$ cat src/verilog/bbnio_params.svh
// Offsets, field positions, reset values of the bus-number and I/O window registers
`ifndef BBNIO_PARAMS_SVH
`define BBNIO_PARAMS_SVH

`define BBNIO_OFF_UP_BUS      8'h18
`define BBNIO_OFF_DN_BUS      8'h19
`define BBNIO_OFF_HI_BUS      8'h1A
`define BBNIO_OFF_LAT_TMR     8'h1B
`define BBNIO_OFF_IO_BOT      8'h1C
`define BBNIO_OFF_IO_TOP      8'h1D
`define BBNIO_OFF_IO_BOT_UP   8'h30
`define BBNIO_OFF_IO_TOP_UP   8'h32

`define BBNIO_RST_BYTE        8'h00
`define BBNIO_RST_UPPER       16'h0000
`define BBNIO_RST_NIBBLE      4'h0
`define BBNIO_IO_WIDTH_CODE   4'h1
`define BBNIO_IO_BOT_LOW      12'h000
`define BBNIO_IO_TOP_LOW      12'hFFF

`endif

$ cat src/verilog/bbnio_pkg.sv
// Types shared by the bus-number and I/O window register bank
package bbnio_pkg;

    typedef enum logic [1:0] {
        BBNIO_CFG_NONE,
        BBNIO_CFG_TO_TYPE0,
        BBNIO_CFG_PASS_TYPE1
    } bbnio_route_e;

endpackage

$ cat src/verilog/bbnio_cfg_route.sv
// Type 1 configuration bus-number steering
`timescale 1ns/10ps
`default_nettype none

module bbnio_cfg_route (
    // Bus numbers
    input  wire logic [7:0]  i_dn_bus,
    input  wire logic [7:0]  i_hi_bus,
    // Request
    input  wire logic [7:0]  i_target_bus,
    // Decision
    output bbnio_pkg::bbnio_route_e o_route
);

    always_comb begin
        if (i_target_bus == i_dn_bus) begin
            o_route = bbnio_pkg::BBNIO_CFG_TO_TYPE0;           // [RQ4] [RQ14]
        end else if (i_target_bus > i_dn_bus && i_target_bus <= i_hi_bus) begin
            o_route = bbnio_pkg::BBNIO_CFG_PASS_TYPE1;         // [RQ4] [RQ14]
        end else begin
            o_route = bbnio_pkg::BBNIO_CFG_NONE;
        end
    end

endmodule // bbnio_cfg_route
`default_nettype wire

$ cat src/verilog/bbnio_io_window.sv
// I/O window assembly and inclusive address compare
`timescale 1ns/10ps
`default_nettype none
`include "bbnio_params.svh"

module bbnio_io_window (
    // Programmed window fields
    input  wire logic [3:0]  i_bot_nibble,
    input  wire logic [3:0]  i_top_nibble,
    input  wire logic [15:0] i_bot_upper,
    input  wire logic [15:0] i_top_upper,
    // Address to test
    input  wire logic [31:0] i_addr,
    // Result
    output logic      [31:0] o_bottom,
    output logic      [31:0] o_top,
    output logic             o_hit
);

    always_comb begin
        o_bottom = {i_bot_upper, i_bot_nibble, `BBNIO_IO_BOT_LOW}; // [RQ6] [RQ8] [RQ11]
        o_top    = {i_top_upper, i_top_nibble, `BBNIO_IO_TOP_LOW}; // [RQ7] [RQ9] [RQ12]
        o_hit    = (i_addr >= o_bottom) && (i_addr <= o_top);       // [RQ13]
    end

endmodule // bbnio_io_window
`default_nettype wire

$ cat src/verilog/bbnio_regs.sv
// Bus-number, latency timer and I/O window configuration registers of the bridge
// Notes on behaviour
// [RQ1] Upstream bus number byte, read/write, resets zero
// [RQ2] Downstream bus number byte, read/write, resets zero
// [RQ3] Highest downstream bus byte, read/write, resets zero
// [RQ4] Type 1 requests steered by bus-number compare
// [RQ5] Latency timer byte in PCI clocks, resets zero
// [RQ6] Window bottom comes from bottom register
// [RQ7] Window top comes from top register
// [RQ8] Bottom nibble is address 15:12, low zeros
// [RQ9] Top nibble is address 15:12, low ones
// [RQ10] Low nibbles read 1h, writes ignored
// [RQ11] Bottom bits 31:16 from register at 30h
// [RQ12] Top bits 31:16 from register at 32h
// [RQ13] Window hit is inclusive at both ends
// [RQ14] Equal secondary to type 0, range passes type 1
`timescale 1ns/10ps
`default_nettype none
`include "bbnio_params.svh"

module bbnio_regs (
    // Clock and reset
    input  wire logic        i_ref_clk,
    input  wire logic        i_rst_n,
    // Configuration access, byte offset with byte enables on a dword
    input  wire logic        i_cfg_wr,
    input  wire logic        i_cfg_rd,
    input  wire logic [7:0]  i_cfg_addr,
    input  wire logic [3:0]  i_cfg_be,
    input  wire logic [31:0] i_cfg_wdata,
    output logic      [31:0] o_cfg_rdata,
    output logic             o_cfg_rvalid,
    output logic             o_cfg_hit,
    // Type 1 configuration request steering
    input  wire logic        i_t1_valid,
    input  wire logic [7:0]  i_t1_bus,
    output logic             o_t1_to_type0,
    output logic             o_t1_pass_type1,
    output logic             o_t1_reject,
    // I/O request window check
    input  wire logic        i_io_valid,
    input  wire logic [31:0] i_io_addr,
    output logic             o_io_forward,
    // Register values for the downstream side
    output logic      [7:0]  o_upstream_bus_num,
    output logic      [7:0]  o_downstream_bus_num,
    output logic      [7:0]  o_highest_downstream_bus_num,
    output logic      [7:0]  o_downstream_latency_timer,
    output logic      [31:0] o_io_bottom,
    output logic      [31:0] o_io_top
);

    // Reset release
    logic rst_meta_q;
    logic rst_sync_q;

    always_ff @(posedge i_ref_clk or negedge i_rst_n) begin
        if (!i_rst_n) begin
            rst_meta_q <= 1'b0;
            rst_sync_q <= 1'b0;
        end else begin
            rst_meta_q <= 1'b1;
            rst_sync_q <= rst_meta_q;
        end
    end

    // Register state
    logic [7:0]  up_bus_q,  up_bus_d;
    logic [7:0]  dn_bus_q,  dn_bus_d;
    logic [7:0]  hi_bus_q,  hi_bus_d;
    logic [7:0]  lat_q,     lat_d;
    logic [3:0]  bot_nib_q, bot_nib_d;
    logic [3:0]  top_nib_q, top_nib_d;
    logic [15:0] bot_up_q,  bot_up_d;
    logic [15:0] top_up_q,  top_up_d;

    logic [7:0]  dword_addr;
    logic        sel_18;
    logic        sel_1c;
    logic        sel_30;

    always_comb begin
        dword_addr = {i_cfg_addr[7:2], 2'b00};
        sel_18     = (dword_addr == `BBNIO_OFF_UP_BUS);
        sel_1c     = (dword_addr == `BBNIO_OFF_IO_BOT);
        sel_30     = (dword_addr == `BBNIO_OFF_IO_BOT_UP);
        up_bus_d   = up_bus_q;
        dn_bus_d   = dn_bus_q;
        hi_bus_d   = hi_bus_q;
        lat_d      = lat_q;
        bot_nib_d  = bot_nib_q;
        top_nib_d  = top_nib_q;
        bot_up_d   = bot_up_q;
        top_up_d   = top_up_q;
        if (i_cfg_wr && sel_18) begin
            if (i_cfg_be[0]) up_bus_d = i_cfg_wdata[7:0];    // [RQ1]
            if (i_cfg_be[1]) dn_bus_d = i_cfg_wdata[15:8];   // [RQ2]
            if (i_cfg_be[2]) hi_bus_d = i_cfg_wdata[23:16];  // [RQ3]
            if (i_cfg_be[3]) lat_d    = i_cfg_wdata[31:24];  // [RQ5]
        end
        // Only the upper nibbles take writes; low nibbles are fixed
        if (i_cfg_wr && sel_1c) begin
            if (i_cfg_be[0]) bot_nib_d = i_cfg_wdata[7:4];   // [RQ8] [RQ10]
            if (i_cfg_be[1]) top_nib_d = i_cfg_wdata[15:12]; // [RQ9] [RQ10]
        end
        if (i_cfg_wr && sel_30) begin
            if (i_cfg_be[0]) bot_up_d[7:0]  = i_cfg_wdata[7:0];   // [RQ11]
            if (i_cfg_be[1]) bot_up_d[15:8] = i_cfg_wdata[15:8];  // [RQ11]
            if (i_cfg_be[2]) top_up_d[7:0]  = i_cfg_wdata[23:16]; // [RQ12]
            if (i_cfg_be[3]) top_up_d[15:8] = i_cfg_wdata[31:24]; // [RQ12]
        end
    end

    always_ff @(posedge i_ref_clk or negedge rst_sync_q) begin
        if (!rst_sync_q) begin
            up_bus_q  <= `BBNIO_RST_BYTE;   // [RQ1]
            dn_bus_q  <= `BBNIO_RST_BYTE;   // [RQ2]
            hi_bus_q  <= `BBNIO_RST_BYTE;   // [RQ3]
            lat_q     <= `BBNIO_RST_BYTE;   // [RQ5]
            bot_nib_q <= `BBNIO_RST_NIBBLE;
            top_nib_q <= `BBNIO_RST_NIBBLE;
            bot_up_q  <= `BBNIO_RST_UPPER;
            top_up_q  <= `BBNIO_RST_UPPER;
        end else begin
            up_bus_q  <= up_bus_d;
            dn_bus_q  <= dn_bus_d;
            hi_bus_q  <= hi_bus_d;
            lat_q     <= lat_d;
            bot_nib_q <= bot_nib_d;
            top_nib_q <= top_nib_d;
            bot_up_q  <= bot_up_d;
            top_up_q  <= top_up_d;
        end
    end

    // Window and steering
    logic [31:0]             win_bottom;
    logic [31:0]             win_top;
    logic                    win_hit;
    bbnio_pkg::bbnio_route_e route;

    bbnio_io_window u_io_window (
        .i_bot_nibble (bot_nib_q),
        .i_top_nibble (top_nib_q),
        .i_bot_upper  (bot_up_q),
        .i_top_upper  (top_up_q),
        .i_addr       (i_io_addr),
        .o_bottom     (win_bottom),
        .o_top        (win_top),
        .o_hit        (win_hit)
    );

    bbnio_cfg_route u_cfg_route (
        .i_dn_bus     (dn_bus_q),
        .i_hi_bus     (hi_bus_q),
        .i_target_bus (i_t1_bus),
        .o_route      (route)
    );

    // Registered outputs
    logic [31:0] rdata_q,  rdata_d;
    logic        rvalid_q, rvalid_d;
    logic        hit_q,    hit_d;
    logic        t0_q,     t0_d;
    logic        t1_q,     t1_d;
    logic        rej_q,    rej_d;
    logic        fwd_q,    fwd_d;

    always_comb begin
        rdata_d  = 32'h00000000;
        hit_d    = 1'b0;
        rvalid_d = i_cfg_rd;
        if (sel_18) begin
            hit_d   = i_cfg_wr | i_cfg_rd;
            rdata_d = {lat_q, hi_bus_q, dn_bus_q, up_bus_q};
        end else if (sel_1c) begin
            // Upper half holds secondary status, outside this bank
            hit_d   = i_cfg_wr | i_cfg_rd;
            rdata_d = {16'h0000, top_nib_q, `BBNIO_IO_WIDTH_CODE,
                       bot_nib_q, `BBNIO_IO_WIDTH_CODE};  // [RQ10]
        end else if (sel_30) begin
            hit_d   = i_cfg_wr | i_cfg_rd;
            rdata_d = {top_up_q, bot_up_q};
        end
        if (!i_cfg_rd) begin
            rdata_d = 32'h00000000;
        end
        t0_d  = i_t1_valid && (route == bbnio_pkg::BBNIO_CFG_TO_TYPE0);   // [RQ14]
        t1_d  = i_t1_valid && (route == bbnio_pkg::BBNIO_CFG_PASS_TYPE1); // [RQ14]
        rej_d = i_t1_valid && (route == bbnio_pkg::BBNIO_CFG_NONE);       // [RQ4]
        fwd_d = i_io_valid && win_hit;                                    // [RQ13]
    end

    always_ff @(posedge i_ref_clk or negedge rst_sync_q) begin
        if (!rst_sync_q) begin
            rdata_q  <= 32'h00000000;
            rvalid_q <= 1'b0;
            hit_q    <= 1'b0;
            t0_q     <= 1'b0;
            t1_q     <= 1'b0;
            rej_q    <= 1'b0;
            fwd_q    <= 1'b0;
        end else begin
            rdata_q  <= rdata_d;
            rvalid_q <= rvalid_d;
            hit_q    <= hit_d;
            t0_q     <= t0_d;
            t1_q     <= t1_d;
            rej_q    <= rej_d;
            fwd_q    <= fwd_d;
        end
    end

    // Window bounds registered for the downstream side
    logic [31:0] bot_out_q;
    logic [31:0] top_out_q;

    always_ff @(posedge i_ref_clk or negedge rst_sync_q) begin
        if (!rst_sync_q) begin
            bot_out_q <= {`BBNIO_RST_UPPER, `BBNIO_RST_NIBBLE, `BBNIO_IO_BOT_LOW};
            top_out_q <= {`BBNIO_RST_UPPER, `BBNIO_RST_NIBBLE, `BBNIO_IO_TOP_LOW};
        end else begin
            bot_out_q <= win_bottom; // [RQ6]
            top_out_q <= win_top;    // [RQ7]
        end
    end

    assign o_cfg_rdata                  = rdata_q;
    assign o_cfg_rvalid                 = rvalid_q;
    assign o_cfg_hit                    = hit_q;
    assign o_t1_to_type0                = t0_q;
    assign o_t1_pass_type1              = t1_q;
    assign o_t1_reject                  = rej_q;
    assign o_io_forward                 = fwd_q;
    assign o_upstream_bus_num           = up_bus_q;
    assign o_downstream_bus_num         = dn_bus_q;
    assign o_highest_downstream_bus_num = hi_bus_q;
    assign o_downstream_latency_timer   = lat_q;
    assign o_io_bottom                  = bot_out_q;
    assign o_io_top                     = top_out_q;

endmodule // bbnio_regs
`default_nettype wire
$ cat config.mk
export PLATFORM = sky130hd
export DESIGN_NAME = bbnio_regs
export DESIGN_NICKNAME = d
export VERILOG_FILES = /design/src/verilog/bbnio_pkg.sv /design/src/verilog/bbnio_cfg_route.sv /design/src/verilog/bbnio_io_window.sv /design/src/verilog/bbnio_regs.sv
export VERILOG_INCLUDE_DIRS = /design/src /design/src/verilog
export SDC_FILE = /design/constraint.sdc
export NUM_CORES = 1
export LEC_CHECK = 0
export BUFFER_PORTS_ARGS = -buffer_cell sky130_fd_sc_hd__buf_2
export CAP_MARGIN = 20
export CORE_MARGIN = 10
export CORE_UTILIZATION = 40
export CTS_CLUSTER_DIAMETER = 100
export DETAILED_ROUTE_END_ITERATION = 7
export GPL_TIMING_DRIVEN = 0
export PLACE_DENSITY_LB_ADDON = 0.15
export SYNTH_ARGS = -nofsm -noshare
export SYNTH_HDL_FRONTEND = slang
export SYNTH_SLANG_ARGS = --single-unit
$ cat constraint.sdc
create_clock -name i_ref_clk -period 5.2 [get_ports i_ref_clk]
set_input_delay 0.78 -clock i_ref_clk [delete_from_list [all_inputs] [get_ports i_ref_clk]]
set_output_delay 0.78 -clock i_ref_clk [all_outputs]
set_load 0.1 [all_outputs]
==> impl_metrics.toml <==
[global_routing]
use_met2_pct = 30.2
grt_use_total_pct = 17.9
grt_pass1_wl_mm = 32.8
grt_max_degree = 73
grt-busiest-layer = "met2"
grtUsageMet3_pct = 5.39
antenna_found_initial = 1
grt_pass1_vias = 5753
grt_use_met1_pct = 21.5
grt_remaining_overflow = 0

[drt]
drc = 0
drt-total-wl_mm = 20.9
drtAntennaViolNets = 0
vias_per_cell = 4.92
routedWlPerCell_um = 20.0
drtPass1Iterations = 4
drt_iter0_drc = 221
vias = 5150

[layout]
final_cell_mix = "buf_2 (203), dfrtp_1 (151), mux2_2 (76)"
final_common_cell = "buf_2"
fin_nets = 953
area_growth_pct = 28.0
final_util_pct = 52.2
fillers = 1578
drive_above_1_share_pct = 42.4
final_cells = 1047

[yosys]
ys_warn_count = 0
ys_seq_area_share_pct = 53.9
synth.avg_cell_area_um2 = 12.4
ys_seq_elements = 152
synth_area_leaders = "dfrtp_1 (54%), mux2_2 (12%), ha_1 (9.9%)"
synth_top_cell_area_share_pct = 53.9
yosysTopAreaCell = "dfrtp_1"
synth_edf_count = 0
yosysUniqueCellTypes = 38
netlist_area_um2 = 7050
async_flop_share_pct = 100
ys.flop_type = "dfrtp_1"
synthCells = 567

[place]
gp_congestion = 0.809
dp_slack_ps = 2620
portBuffers = 196
dp_hpwl_mm = 16.4
dp.cells = 1013

[setup_path]
critPathMaxFanout = 8
critPathRequiredTime_ps = 5500
critPathArrivalTime_ps = 2460
cp-end-kind = "flip-flop"
crit_type = "primary input to flip-flop"
start_kind = "primary input"
r2r_cells = 8

[floorplan]
rows = 48
core_area_um2 = 17300
ios = 224
die_x_um = 153
start_util_pct = 40.8
chipHeight_um = 153
die_area_um2 = 23300

[sta]
slew_headroom_pct = 60.5
finalHoldViolCount = 0
setup_viol = 0
setup_ws_ps = 3040
min_period_ps = 2160
fmax_mhz = 463
finalCritPeriodShare_pct = 41.6
tightest_slew_ps = 593
rsz0062_at_grt = "false"
hold_ws_ps = 131
fin_skew_ps = 7.10
drv_slew = 0

[power]
clkPwrFrac_pct = 35.7
vdd_drop_max_mv = 0.221
switching_share_pct = 35.4
power_density_nw_per_um2 = 363
leakagePower_nw = 4.72
finalPower_mw = 3.28
p_int_mw = 2.12
p_seq_share_pct = 40.3
combPwrFrac_pct = 24.0
switchingPower_mw = 1.16

[clock_network]
htreeDepth = 4
clk_latency_ps = 420
cts_buffer_depth = 2
numCtsBuffers = 17
clk_pin_slew_ps = 60
cts_tree = "built"
cts_hold_buf = 0
cts_setup_buffers = 0
cts_resized = 0
cts-root-buf = "clkbuf_16"
clock-sinks = 152

[hold_path]
hp-class = "primary input to async pin"

[status]
outcome = "finished clean"

[job]
maxCapViolations = 0
## cell usage after synthesis, types with 3 or more instances
cell type / number
o21ai_0: 14
and4_1: 3
nor4b_1: 4
buf_2: 7
a21oi_1: 18
nand4_1: 15
and3_1: 4
nand3_4: 4
buf_4: 30
nor2b_1: 35
nor2_1: 6
a21o_1: 8
nand2_1: 15
inv_1: 55
nand3_1: 4
clkbuf_1: 5
a22oi_1: 30
ha_1: 56
mux2_2: 76
dfrtp_1: 152
## per-stage QoR
| step | instance area [µm²] | setup TNS [ps] |
|---|---|---|
| finish | 9030 | 0 |
| global route | 9020 | 0 |
| CTS | 9020 | 0 |
| detailed placement | 8460 | 0 |
| global placement | 8400 | -133630 |
| floorplan | 7140 | 0 |
## power groups by stage
stage / logic (mW) / registers, mW / clock network, mW
CTS: 0.793 / 1.32 / 1.19
finish: 0.788 / 1.32 / 1.17
floorplan: 0.251 / 1.69 / 0
detailed placement: 0.790 / 1.34 / 0
global placement: 0.751 / 1.36 / 0
global route: 0.836 / 1.33 / 1.24
## state kept, by name, indices dropped and copies added, names as in the netlist
register                      count
rst_sync_q                        1
top_nib_q                         4
o_highest_downstream_bus_num      8
o_downstream_latency_timer        8
bot_nib_q                         4
o_t1_to_type0                     1
o_downstream_bus_num              8
top_up_q                         16
o_cfg_rdata                      32
o_io_bottom                      20
o_t1_pass_type1                   1
o_cfg_hit                         1
o_upstream_bus_num                8
o_io_forward                      1
rst_meta_q                        1
o_io_top                         20
o_t1_reject                       1
bot_up_q                         16
o_cfg_rvalid                      1
## layer usage
metal / part of all wire, % / up-vias
met5: 0 / -
met4: 1.4 / 0
met3: 5.7 / 21
met2: 49 / 150
met1: 44 / 2545
li1: - / 2434
## final cells by class
| type | instances | area [µm²] | share of cell area [%] |
|---|---|---|---|
| antenna | 2 | 5.00 | 0.0554 |
| buffer | 42 | 279 | 3.09 |
| clock buffer | 21 | 460 | 5.10 |
| clock inverter | 11 | 100 | 1.11 |
| inverter | 55 | 206 | 2.29 |
| multi-input combinational | 341 | 2850 | 31.6 |
| sequential | 152 | 3810 | 42.2 |
| tap | 225 | 282 | 3.12 |
| timing repair buffer | 198 | 1040 | 11.5 |
## critical path, stage by stage
cell and delay, ps:
buf_2 100, nor2_1 100, nand2_1 90, nor3b_2 350, and2b_1 180, buf_4 160, and3_1 170, buf_4 180
mux2_2 350
## worst paths after layout
kind	from	endpoint	slack [ps]
setup / recovery	i_cfg_addr[7]	o_highest_downstream_bus_num[3]$_DFFE_PN0P_	3040
hold / removal	i_rst_n	rst_sync_q$_DFF_PN0_	130
setup reg to reg	top_up_q[9]$_DFFE_PN0P_	o_io_forward$_DFF_PN0_	3150
hold reg to reg	rst_sync_q$_DFF_PN0_	o_highest_downstream_bus_num[1]$_DFFE_PN0P_	300
max in group asynchronous	rst_sync_q$_DFF_PN0_	bot_up_q[3]$_DFFE_PN0P_	4180
min in group i_ref_clk	rst_meta_q$_DFF_PN0_	rst_sync_q$_DFF_PN0_	360
## cell families (layout without fill, tap and decap cells)
group,Yosys count,in the layout,synth area share (%)
DFF,152,152,53.9
and+or+nand+nor,100,100,9.03
AOI/OAI and AO/OA,84,84,7.98
muxes,76,76,12.1
adders and majority gates,56,56,9.93
other,2,27,0.106
buffers and inverters,97,327,6.88
Power figures use the tool's default switching activity.
